[src/rtl/intc_pkg.sv]
// shared constants, types and helpers of the twelve-source interrupt controller
// assumes one clock domain and byte addresses on the low eight address bits
`default_nettype none

package intc_pkg;

	localparam int NUM_SOURCES = 12;
	localparam int NUM_PORT1 = 8;

	// register byte addresses
	localparam logic [7:0] ADDR_EN_MAIN = 8'ha8;
	localparam logic [7:0] ADDR_LVL_MAIN = 8'hb8;
	localparam logic [7:0] ADDR_EN_PORT1 = 8'he8;
	localparam logic [7:0] ADDR_LVL_PORT1 = 8'hf8;
	localparam logic [7:0] ADDR_POLARITY = 8'hc0;
	localparam logic [7:0] ADDR_PENDING = 8'hc8;
	localparam logic [7:0] ADDR_EDGE_MODE = 8'hd0;
	localparam logic [7:0] ADDR_IRQ_STATUS = 8'hd8;
	localparam logic [7:0] ADDR_IRQ_MASK = 8'hdc;

	// field positions and masks
	localparam int GATE_BIT = 7;
	localparam logic [7:0] EN_MAIN_MASK = 8'h8f;
	localparam logic [7:0] LVL_MAIN_MASK = 8'h7f;
	localparam int SRC_PIN0 = 0;
	localparam int SRC_TIMER0 = 1;
	localparam int SRC_PIN1 = 2;
	localparam int SRC_TIMER1 = 3;
	localparam int EVT_WAKE = 0;
	localparam int EVT_PREEMPT = 1;
	localparam int NUM_EVENTS = 2;

	// service entry points: base plus a fixed stride per polling index
	localparam logic [15:0] VECTOR_BASE = 16'h0003;
	localparam logic [15:0] VECTOR_STEP = 16'h0008;

	localparam logic [7:0] REG_RESET = 8'h00;

	typedef struct packed {
		logic valid;
		logic high;
		logic [3:0] source;
		logic [15:0] vector;
	} core_req_type;

	typedef struct packed {
		logic busActive;
		logic busWrite;
		logic [7:0] busAddr;
		logic hreadyout;
		logic hresp;
		logic [31:0] hrdata;
		logic [7:0] enMain;
		logic [7:0] lvlMain;
		logic [7:0] enPort1;
		logic [7:0] lvlPort1;
		logic [7:0] polarity;
		logic [1:0] edgeMode;
		logic [NUM_EVENTS-1:0] irqStatus;
		logic [NUM_EVENTS-1:0] irqMask;
		logic [1:0] extMeta;
		logic [1:0] extSync;
		logic [1:0] extPrev;
		logic [1:0] extFlag;
		logic [1:0] tmrFlag;
		logic [1:0] inService;
		core_req_type coreReq;
		logic wakeUp;
		logic irq;
	} ctrl_state_type;

	// pin synchronisers start at the idle high level so reset shows no false low or edge
	localparam ctrl_state_type STATE_RESET = '{hreadyout: 1'b1, extMeta: 2'b11, extSync: 2'b11,
		extPrev: 2'b11, default: '0};

	// lowest index wins; bit 4 marks that anything was found
	function automatic logic [4:0] pick_first(input logic [NUM_SOURCES-1:0] reqs);
		logic [4:0] res;
		res = 5'h00;
		for (int i = NUM_SOURCES - 1; i >= 0; i--) begin
			if (reqs[i]) begin
				res = {1'b1, 4'(i)};
			end
		end
		return res;
	endfunction

	function automatic logic [15:0] vector_of(input logic [3:0] source);
		return 16'(VECTOR_BASE + VECTOR_STEP * {12'h000, source});
	endfunction

endpackage

`default_nettype wire

[src/rtl/port1_line_detect.sv]
// level detection and sticky pending flags for the port-1 request lines
// assumes pins are asynchronous; clearMask is a one-cycle write strobe
`default_nettype none

module port1_line_detect
	import intc_pkg::*;
#(
	parameter int WIDTH = NUM_PORT1
) (
	input wire logic clk,
	input wire logic rst,
	input wire logic [WIDTH-1:0] linePins,
	input wire logic [WIDTH-1:0] polarity,
	input wire logic [WIDTH-1:0] clearMask,
	output logic [WIDTH-1:0] lineActive,
	output logic [WIDTH-1:0] pending
);

	typedef struct packed {
		logic [WIDTH-1:0] meta;
		logic [WIDTH-1:0] stable;
		logic [WIDTH-1:0] pending;
	} detect_state_type;

	detect_state_type q;
	detect_state_type d;

	// [RQ10] polarity per line
	assign lineActive = q.stable ~^ polarity;
	assign pending = q.pending;

	always_comb begin
		d = q;
		d.meta = linePins;
		d.stable = q.meta;
		// [RQ12] set wins over clear
		d.pending = (q.pending & ~clearMask) | lineActive;
	end

	always_ff @(posedge clk or posedge rst) begin
		if (rst) begin
			// pins idle high on their pull-ups; zero here reads as an active-low request
			q <= '{meta: '1, stable: '1, pending: '0};
		end else begin
			q <= d;
		end
	end

endmodule // port1_line_detect

`default_nettype wire

[src/rtl/twelve_source_two_level_interrupts.sv]
// twelve-source, two-level vectored interrupt controller with an AHB-Lite register slave
// assumes one clock; timer overflows are same-clock pulses, pins are asynchronous
//
// Overview of operation
// [RQ1] twelve sources: two pin lines, two timer overflows, eight port-1 lines.
// [RQ2] an accepted request carries a fixed vector unique to its source.
// [RQ3] each source has an enable bit; one allows, zero blocks.
// [RQ4] main enable bit 7 gates every source when zero.
// [RQ5] main enable: timer1 bit 3, pin1 bit 2, timer0 bit 1, pin0 bit 0.
// [RQ6] port-1 enable bits 7..0 enable lines 9..2.
// [RQ7] each source has a level bit; one selects the higher level.
// [RQ8] main level: pin0 bit 0, timer0 bit 1, pin1 bit 2, timer1 bit 3.
// [RQ9] port-1 lines are level detected with per-line polarity select.
// [RQ10] each port-1 line may be active high or active low.
// [RQ11] an active enabled port-1 line wakes the device from power-down.
// [RQ12] port-1 pending flags set by hardware, cleared only by software.
// [RQ13] a flag still set after return raises a fresh request.
// [RQ14] port-1 level register at f8 maps lines 9..2 onto bits 7..0.
// [RQ15] port-1 lines 2..9 come from port 1 pins 0..7.
// [RQ16] higher level preempts lower; never same or lower level.
// [RQ17] same-level ties resolve pin0, timer0, pin1, timer1, lines 2..9.
// [RQ18] all enable, level, polarity and pending bits reset to zero.
//
// The AHB-Lite interface to the registers was left to the implementer.
`default_nettype none

module twelve_source_two_level_interrupts
	import intc_pkg::*;
(
	input wire logic clk,
	input wire logic rst,
	input wire logic hsel,
	input wire logic [31:0] haddr,
	input wire logic [1:0] htrans,
	input wire logic hwrite,
	input wire logic [2:0] hsize,
	input wire logic [31:0] hwdata,
	input wire logic hready,
	output logic hreadyout,
	output logic hresp,
	output logic [31:0] hrdata,
	input wire logic [1:0] extLines,
	input wire logic [1:0] timerOvf,
	input wire logic [NUM_PORT1-1:0] port1Pins,
	input wire logic powerDown,
	input wire logic ackTake,
	input wire logic retiDone,
	output core_req_type coreReq,
	output logic wakeUp,
	output logic irq
);

	ctrl_state_type q;
	ctrl_state_type d;

	logic take;
	logic busWrite;
	logic acked;
	logic preemptEvt;
	logic [1:0] extReq;
	logic [1:0] extFall;
	logic [1:0] extAckClr;
	logic [1:0] tmrAckClr;
	logic [NUM_SOURCES-1:0] ackOneHot;
	logic [NUM_SOURCES-1:0] srcFlags;
	logic [NUM_SOURCES-1:0] srcEnable;
	logic [NUM_SOURCES-1:0] srcLevel;
	logic [NUM_SOURCES-1:0] hiReq;
	logic [NUM_SOURCES-1:0] loReq;
	logic [4:0] hiPick;
	logic [4:0] loPick;
	logic [NUM_PORT1-1:0] port1Clear;
	logic [NUM_PORT1-1:0] port1Active;
	logic [NUM_PORT1-1:0] port1Pending;
	logic [NUM_PORT1-1:0] port1Keep;
	logic [NUM_EVENTS-1:0] statusClear;
	logic [NUM_EVENTS-1:0] events;

	// [RQ15] port 1 pin n feeds line n+2
	port1_line_detect #(
		.WIDTH(NUM_PORT1)
	) lineDetect (
		.clk(clk),
		.rst(rst),
		.linePins(port1Pins),
		.polarity(q.polarity),
		.clearMask(port1Clear),
		.lineActive(port1Active),
		.pending(port1Pending)
	);

	assign hreadyout = q.hreadyout;
	assign hresp = q.hresp;
	assign hrdata = q.hrdata;
	assign coreReq = q.coreReq;
	assign wakeUp = q.wakeUp;
	assign irq = q.irq;
	assign port1Keep = port1Pending & ~port1Clear;

	always_comb begin
		d = q;
		busWrite = 1'b0;
		port1Clear = '0;
		statusClear = '0;

		// one wait state on every transfer so read data can come from a flop
		take = hsel && htrans[1] && hready;
		if (take) begin
			d.busActive = 1'b1;
			d.busWrite = hwrite;
			d.busAddr = haddr[7:0];
			d.hreadyout = 1'b0;
		end
		if (q.busActive) begin
			d.busActive = 1'b0;
			d.hreadyout = 1'b1;
			busWrite = q.busWrite;
			if (!q.busWrite) begin
				case (q.busAddr)
					ADDR_EN_MAIN: d.hrdata = {24'h000000, q.enMain};
					ADDR_LVL_MAIN: d.hrdata = {24'h000000, q.lvlMain};
					ADDR_EN_PORT1: d.hrdata = {24'h000000, q.enPort1};
					ADDR_LVL_PORT1: d.hrdata = {24'h000000, q.lvlPort1};
					ADDR_POLARITY: d.hrdata = {24'h000000, q.polarity};
					ADDR_PENDING: d.hrdata = {24'h000000, port1Pending};
					ADDR_EDGE_MODE: d.hrdata = {30'h00000000, q.edgeMode};
					ADDR_IRQ_STATUS: d.hrdata = {30'h00000000, q.irqStatus};
					ADDR_IRQ_MASK: d.hrdata = {30'h00000000, q.irqMask};
					default: d.hrdata = 32'h00000000;
				endcase
			end
		end
		if (busWrite) begin
			case (q.busAddr)
				// [RQ5] unused main enable bits stay zero
				ADDR_EN_MAIN: d.enMain = hwdata[7:0] & EN_MAIN_MASK;
				// [RQ8] top level bit unused
				ADDR_LVL_MAIN: d.lvlMain = hwdata[7:0] & LVL_MAIN_MASK;
				// [RQ6] one enable per line
				ADDR_EN_PORT1: d.enPort1 = hwdata[7:0];
				// [RQ14] one level per line
				ADDR_LVL_PORT1: d.lvlPort1 = hwdata[7:0];
				// [RQ9] polarity select
				ADDR_POLARITY: d.polarity = hwdata[7:0];
				// [RQ12] software clears by writing ones
				ADDR_PENDING: port1Clear = hwdata[7:0];
				ADDR_EDGE_MODE: d.edgeMode = hwdata[1:0];
				ADDR_IRQ_STATUS: statusClear = hwdata[NUM_EVENTS-1:0];
				ADDR_IRQ_MASK: d.irqMask = hwdata[NUM_EVENTS-1:0];
				default: ;
			endcase
		end

		// pin lines: falling edge in edge mode, low level otherwise
		d.extMeta = extLines;
		d.extSync = q.extMeta;
		d.extPrev = q.extSync;
		extFall = q.extPrev & ~q.extSync;
		for (int i = 0; i < 2; i++) begin
			extReq[i] = q.edgeMode[i] ? q.extFlag[i] : ~q.extSync[i];
		end

		// [RQ1] twelve sources in polling order
		srcFlags = {port1Pending, q.tmrFlag[1], extReq[1], q.tmrFlag[0], extReq[0]};
		// [RQ3] per-source enable, [RQ4] global gate
		srcEnable = {q.enPort1, q.enMain[3:0]} & {NUM_SOURCES{q.enMain[GATE_BIT]}};
		// [RQ7] level bit one is the higher level
		srcLevel = {q.lvlPort1, q.lvlMain[3:0]};
		hiReq = srcFlags & srcEnable & srcLevel;
		loReq = srcFlags & srcEnable & ~srcLevel;
		// [RQ17] fixed polling order
		hiPick = pick_first(hiReq);
		loPick = pick_first(loReq);

		// [RQ13] a flag still set re-requests once its level is free
		// return first, so a same-cycle acceptance is kept
		if (retiDone) begin
			if (q.inService[1]) begin
				d.inService[1] = 1'b0;
			end else begin
				d.inService[0] = 1'b0;
			end
		end
		acked = ackTake && q.coreReq.valid;
		preemptEvt = acked && q.coreReq.high && q.inService[0];
		ackOneHot = acked ? (NUM_SOURCES'(1) << q.coreReq.source) : '0;
		if (acked) begin
			d.inService[q.coreReq.high] = 1'b1;
		end

		// edge and timer flags clear on acceptance, a new event wins
		extAckClr = {ackOneHot[SRC_PIN1], ackOneHot[SRC_PIN0]};
		tmrAckClr = {ackOneHot[SRC_TIMER1], ackOneHot[SRC_TIMER0]};
		d.extFlag = (q.extFlag & ~extAckClr) | (extFall & q.edgeMode);
		d.tmrFlag = (q.tmrFlag & ~tmrAckClr) | timerOvf;

		// dropped for one cycle after acceptance so the core never takes it twice
		d.coreReq = '0;
		if (!acked) begin
			// [RQ16] high preempts low, never same level
			if (hiPick[4] && !q.inService[1]) begin
				d.coreReq.valid = 1'b1;
				d.coreReq.high = 1'b1;
				d.coreReq.source = hiPick[3:0];
			end else if (loPick[4] && q.inService == 2'b00) begin
				d.coreReq.valid = 1'b1;
				d.coreReq.source = loPick[3:0];
			end
			// [RQ2] source-specific vector
			d.coreReq.vector = d.coreReq.valid ? vector_of(d.coreReq.source) : 16'h0000;
		end

		// [RQ11] wake on an active enabled line
		d.wakeUp = powerDown && (port1Active & q.enPort1) != '0;
		events = '0;
		events[EVT_WAKE] = d.wakeUp && !q.wakeUp;
		events[EVT_PREEMPT] = preemptEvt;
		d.irqStatus = (q.irqStatus & ~statusClear) | events;
		d.irq = (q.irqStatus & q.irqMask) != '0;
	end

	// [RQ18] registers clear on reset; hreadyout and the pin synchronisers start high
	always_ff @(posedge clk or posedge rst) begin
		if (rst) begin
			q <= STATE_RESET;
		end else begin
			q <= d;
		end
	end
endmodule // twelve_source_two_level_interrupts

`default_nettype wire

[config.mk]
export PLATFORM = sky130hd
export DESIGN_NAME = twelve_source_two_level_interrupts
export DESIGN_NICKNAME = d
export VERILOG_FILES = /design/src/rtl/intc_pkg.sv /design/src/rtl/port1_line_detect.sv /design/src/rtl/twelve_source_two_level_interrupts.sv
export SDC_FILE = /design/constraint.sdc
export NUM_CORES = 1
export LEC_CHECK = 0
export BUFFER_PORTS_ARGS = -buffer_cell sky130_fd_sc_hd__buf_2
export CORE_MARGIN = 5
export CORE_UTILIZATION = 41
export CTS_CLUSTER_DIAMETER = 30
export DETAILED_ROUTE_END_ITERATION = 7
export GPL_ROUTABILITY_DRIVEN = 0
export PLACE_DENSITY = 0.64
export SLEW_MARGIN = 20
export SYNTH_ARGS = -nofsm -noshare
export SYNTH_HDL_FRONTEND = slang
export SYNTH_SLANG_ARGS = --single-unit
[constraint.sdc]
create_clock -name clk -period 9.2 [get_ports clk]
set_clock_uncertainty 0.1 [all_clocks]
set_input_delay 0.46 -clock clk [delete_from_list [all_inputs] [get_ports clk]]
set_output_delay 0.46 -clock clk [all_outputs]
set_load 0.02 [all_outputs]
-- Word level (Yosys, flattened, before mapping)
Cells that the tools add are included.
- add/sub/neg operators: 1
- $mul: 0
- divide/modulo/power cells: 0
- magnitude comparators: 2
- equality and inequality tests: 9
- shifts and indexed selects: 1
- mux-type cells: 50
- bitwise logic cells: 27
- reduce and logical (&&, ||, !) cells: 24
- operator list (operator ; number):
    $mux W5 ; 24
    $eq A8 B8 Y1 const B ; 9
    $pmux W8 S9 ; 1
    $and A12 B12 Y12 ; 4
    $mux W8 ; 3
    $mux W22 ; 1
    $and A8 B8 Y8 ; 2
    $mux W4 ; 4
    $reduce_and A2 Y1 ; 8
    $and A2 B2 Y2 ; 6
    $not A12 Y12 ; 1
    $mux W1 ; 11
    $mux W11 ; 1
    $logic_and A1 B1 Y1 ; 10
    $add A2 B7 Y8 const A ; 1
    $mux W2 ; 4
    $not A2 Y2 ; 4
    $not A8 Y8 ; 1
    $or A2 B2 Y2 ; 4
    $or A8 B8 Y8 ; 1
    $reduce_bool A8 Y1 ; 1
    $xnor A8 B8 Y8 ; 1
    $reduce_bool A2 Y1 ; 2
    $shl A1 B4 Y4 const A ; 1
    other kinds (6) ; 9
- flip-flop bits (word level): 145
- latch bits: 0
- RAM bits: 0
- memory bits (read-only): 0
- input port bits: 89
- output and inout port bits: 58
- logic and storage cells: 142
- memories kept: 0

-- Depth between registers and ports, before layout
- depth in word-level cells: 23
- mapped depth: 8
- gate-level depth less buffers: 6

-- By module
From an unflattened synthesis, not the netlist that was laid out.
- cell total of the unflattened synthesis: 484
- area total of the unflattened synthesis: 5386.4 µm²
- by module, submodules not included (module ; instances ; cells each ; area each (µm²) ; sequential area each (µm²)):
    twelve_source_two_level_interrupts ; 1 ; 427 ; 4541.9 ; 2135.8
    port1_line_detect ; 1 ; 57 ; 844.6 ; 620.6

-- Least setup slack after synthesis
Ideal clock, no wire load.
- kind: reg-to-reg
- start: register q[118] (netlist name)
- end: register q[50] (netlist name)
- setup time: 0.125 ns
- arrival time: 1.935 ns
- required time: 8.975 ns
- path slack: 7.040 ns
- stages on the path, launching flop included: 7
- path buffers: 2
- clock period less this slack: 2.160 ns
- cells stage by stage: dfrtp_1 > buf_6 > nor4b_4 > nand3_4 > buf_6 > nor3_4 > mux2_2
- cells in the longest elaborated chain, start to end: 2
- ends and longest elaborated chain (item ; line ; text):
    start: declaration ; twelve_source_two_level_interrupts.sv:53 ; ctrl_state_type q;
    start signal: assignment ; twelve_source_two_level_interrupts.sv:225 ; q <= STATE_RESET;
    start signal: assignment ; twelve_source_two_level_interrupts.sv:227 ; q <= d;
    $eq A8 B8 Y1 ; twelve_source_two_level_interrupts.sv:134 ; case (q.busAddr)
    $reduce_and A2 Y1 (no source line) ; - ;
No other way between the ends.
A chain may end at the register's enable or synchronous reset.

-- Final worst setup path
- start: register q[122] (netlist name)
- end: register q[42] (netlist name)
Same word-level chain as after synthesis.

==> impl_metrics.env <==
export IMPL_status="complete, no violations"
export IMPL_setup_violations=0
export IMPL_p_leak_uw=0.002557
export IMPL_io_buffer_count=59
export IMPL_via_per_inst=5.255
export IMPL_fp_dieH_um=124.5
export IMPL_crit_required_ns=9.33
export IMPL_synth_cell_type_count=56
export IMPL_p_total_uw=987.9
export IMPL_grt_pass1_vias=3656
export IMPL_hold_buffers=0
export IMPL_synth_seq_cells=109
export IMPL_dieArea_um2=15500
export IMPL_drv_cap=0
export IMPL_drcViolationCount=0
export IMPL_synthMostInstantiatedCell="dfrtp_1"
export IMPL_syn_inst=462
export IMPL_fmax_mhz=361.9
export IMPL_start_kind="flip-flop"
export IMPL_hp_class="in -> async"
export IMPL_min_period_ns=2.763
export IMPL_worst_slew_pin_slew_ns=1.109
export IMPL_yosys_area_top_type="dfrtp_1"
export IMPL_ys_async_sr_fraction_pct=100.0
export IMPL_core_area_um2=12720
export IMPL_finalHoldViolations=0
export IMPL_drv_slew=0
export IMPL_cts_root_buf="clkbuf_16"
export IMPL_crit_path_end="q[42]"
export IMPL_yosysWarnings=0
export IMPL_synthTopCellsByCount="dfrtp_1 (86), buf_4 (55), mux2_2 (52), nand2_1 (34), dfstp_2 (23)"
export IMPL_ctsHtreeMaxLevel=3
export IMPL_cts_resized=0
export IMPL_grt_antenna_before_repair=0
export IMPL_critPathKind="reg -> reg"
export IMPL_drive_above_1_share_pct=33.40
export IMPL_fin_util_pct=45.73
export IMPL_cp_cell_sequence="nand2_1, or3_1, nor3_2, mux2_2"
export IMPL_vias=3547
export IMPL_critPathMaxFanout=16
export IMPL_dpl_cell_area_um2=5539
export IMPL_peakVddDrop_mv=0.06913
export IMPL_wl_per_cell_um=17.26
export IMPL_fin_area_um2=5818
export IMPL_io_pin_count=147
export IMPL_grt_overflow_total=0
export IMPL_synth_area_um2=5375
export IMPL_internal_power_uw=732.4
export IMPL_timing_slew_headroom_pct=25.43
export IMPL_holdWs_ns=0.06962
export IMPL_worst_path_max_delay_cell="dfrtp_1"
export IMPL_p_comb_share_pct=9.0
export IMPL_reg2regPathDepth=4
export IMPL_p_per_area_nw_per_um2=169.8
export IMPL_n_antenna_cell=0
export IMPL_cts_sinks=109
export IMPL_crit_path_end_kind="flip-flop"
export IMPL_syn2layout_area_growth_pct=8.240
export IMPL_clkPwrFrac_pct=36.9
export IMPL_initial_core_util_pct=42.25
export IMPL_die_w_um=124.5
export IMPL_cts_buffer_depth=2
export IMPL_post_cts_buffers=0
export IMPL_seq_power_share_pct=54.0
export IMPL_period_share_pct=30.03
export IMPL_cts_buffers=9
export IMPL_setup_tns_ns=0
export IMPL_insertion_delay_ns=0.35
export IMPL_grt_pass1_wl_um=19200
export IMPL_routed_wirelength_um=11650
export IMPL_synth_top_cells_by_area="dfrtp_1 (40%), dfstp_2 (11%), mux2_2 (11%)"
export IMPL_cp_arrival_ns=2.90
export IMPL_startpoint="q[122]"
export IMPL_rsz0062_at_grt="no"
export IMPL_hpwlAfterDp_um=8624
export IMPL_timing_rr_start="q[122]"
export IMPL_cts_tree="built"
export IMPL_ys_seq_area_share_pct=51.28
export IMPL_detail_route_antenna_nets=0
export IMPL_p_sw_uw=255.5
export IMPL_grt_total_usage_pct=15.29
export IMPL_firstDrtPassIters=4
export IMPL_fillerInstances=1198
export IMPL_netSwitchingFraction_pct=25.86
export IMPL_synth_area_per_cell_um2=11.63
export IMPL_path_clk_slew_ns=0.07
export IMPL_max_stage_delay_ns=0.82
export IMPL_finalNetCount=587
export IMPL_rows=41
export IMPL_ff2ff_setup_slack_ns=6.44
export IMPL_yosysTopAreaCellShare_pct=40.04
export IMPL_grt_max_degree=63
export IMPL_synth_edf_count=0
export IMPL_drt_iter0_drc=283
export IMPL_synthFlopType="dfrtp_1"
export IMPL_r2r_end="q[42]"
## placed cells by master, fill, tap and decap left out, types with 5 or more instances in the layout
| cell type | synthesis | layout |
|---|---|---|
| a21o_1 | 11 | 11 |
| a22o_1 | 11 | 11 |
| a22oi_1 | 15 | 15 |
| buf_2 | 3 | 59 |
| clkbuf_16 | 0 | 9 |
| conb_1 | 1 | 35 |
| dfrtp_1 | 86 | 86 |
| dfstp_2 | 23 | 23 |
| inv_1 | 9 | 8 |
| mux2_2 | 52 | 52 |
| nand2_1 | 34 | 34 |
| nand3_1 | 18 | 18 |
| nand4_1 | 13 | 13 |
| nor2_1 | 19 | 19 |
| nor2b_1 | 5 | 5 |
| o21ai_0 | 12 | 12 |
| o22ai_1 | 11 | 11 |
| xnor2_1 | 8 | 8 |
## state kept, by name (all words and copies together) (netlist names)
name and cells:
hreadyout 1, q 60, lineDetect.q 8, lineDetect.d 8
hrdata 8, d 4, irq 1, lineDetect.pending 8
coreReq 10, wakeUp 1
## how the worst min path moves through the flow
stage | startpoint | cells past startpoint | to
finish | rst | 2 | coreReq[5]
global route | port1Pins[6] | 1 | lineDetect.d[14]
CTS | rst | 2 | coreReq[5]
detailed placement | lineDetect.d[10] | 0 | lineDetect.q[10]
global placement | lineDetect.d[11] | 0 | lineDetect.q[11]
floorplan | d[32] | 0 | d[30]
## per-layer routing
metal / share of wire (%) / wire length, µm / global-route usage (%)
met2: 47 / 5522 / 24.36
met1: 45 / 5201 / 20.14
met4: 3.0 / 345 / 6.641
met5: 0 / 0 / 0
met3: 5.0 / 580 / 3.259
## power groups by stage
| stage | Combinational, µW | Clock [µW] | Sequential [µW] |
|---|---|---|---|
| 2_1_floorplan | 91.2 | 0 | 525 |
| 3_5_place_dp | 89.6 | 0 | 543 |
| 6_report | 89.2 | 365 | 534 |
| 3_3_place_gp | 87.4 | 0 | 542 |
| 5_1_grt | 98.2 | 390 | 538 |
| 4_1_cts | 89.9 | 375 | 534 |
## critical path, delay by kind of cell (launching register included)
family | cells | cell delay (ns)
DFF | 1 | 0.82
muxes | 1 | 0.42
and+or+nand+nor | 3 | 1.31
## final cells by class
class	count	area, µm²	area share (%)
sequential	109	2756	47.38
multi-input combinational	309	2228	38.30
timing repair buffer	60	302.8	5.204
clock buffer	12	246.5	4.237
tap	172	215.2	3.699
inverter	9	36.28	0.6237
clock inverter	4	32.53	0.5591
## stage by stage
| step | worst slack, ns | instances |
|---|---|---|
| after floorplan | 5.804 | 496 |
| after global placement | 6.501 | 659 |
| after detailed placement | 6.430 | 659 |
| after CTS | 6.418 | 675 |
| after global routing | 6.290 | 675 |
| final | 6.437 | 675 |
## cells by family after synthesis
logic type / after synthesis / share of synthesized area, %
multiplexers: 59 / 13.13
flip-flops: 109 / 51.28
AO/OA/AOI/OAI: 85 / 11.38
buffers and inverters: 78 / 9.637
XOR/XNOR: 8 / 1.304
other: 1 / 0.06977
AND/OR/NAND/NOR: 122 / 13.20
No activity file was read; power rests on OpenSTA's default activity.
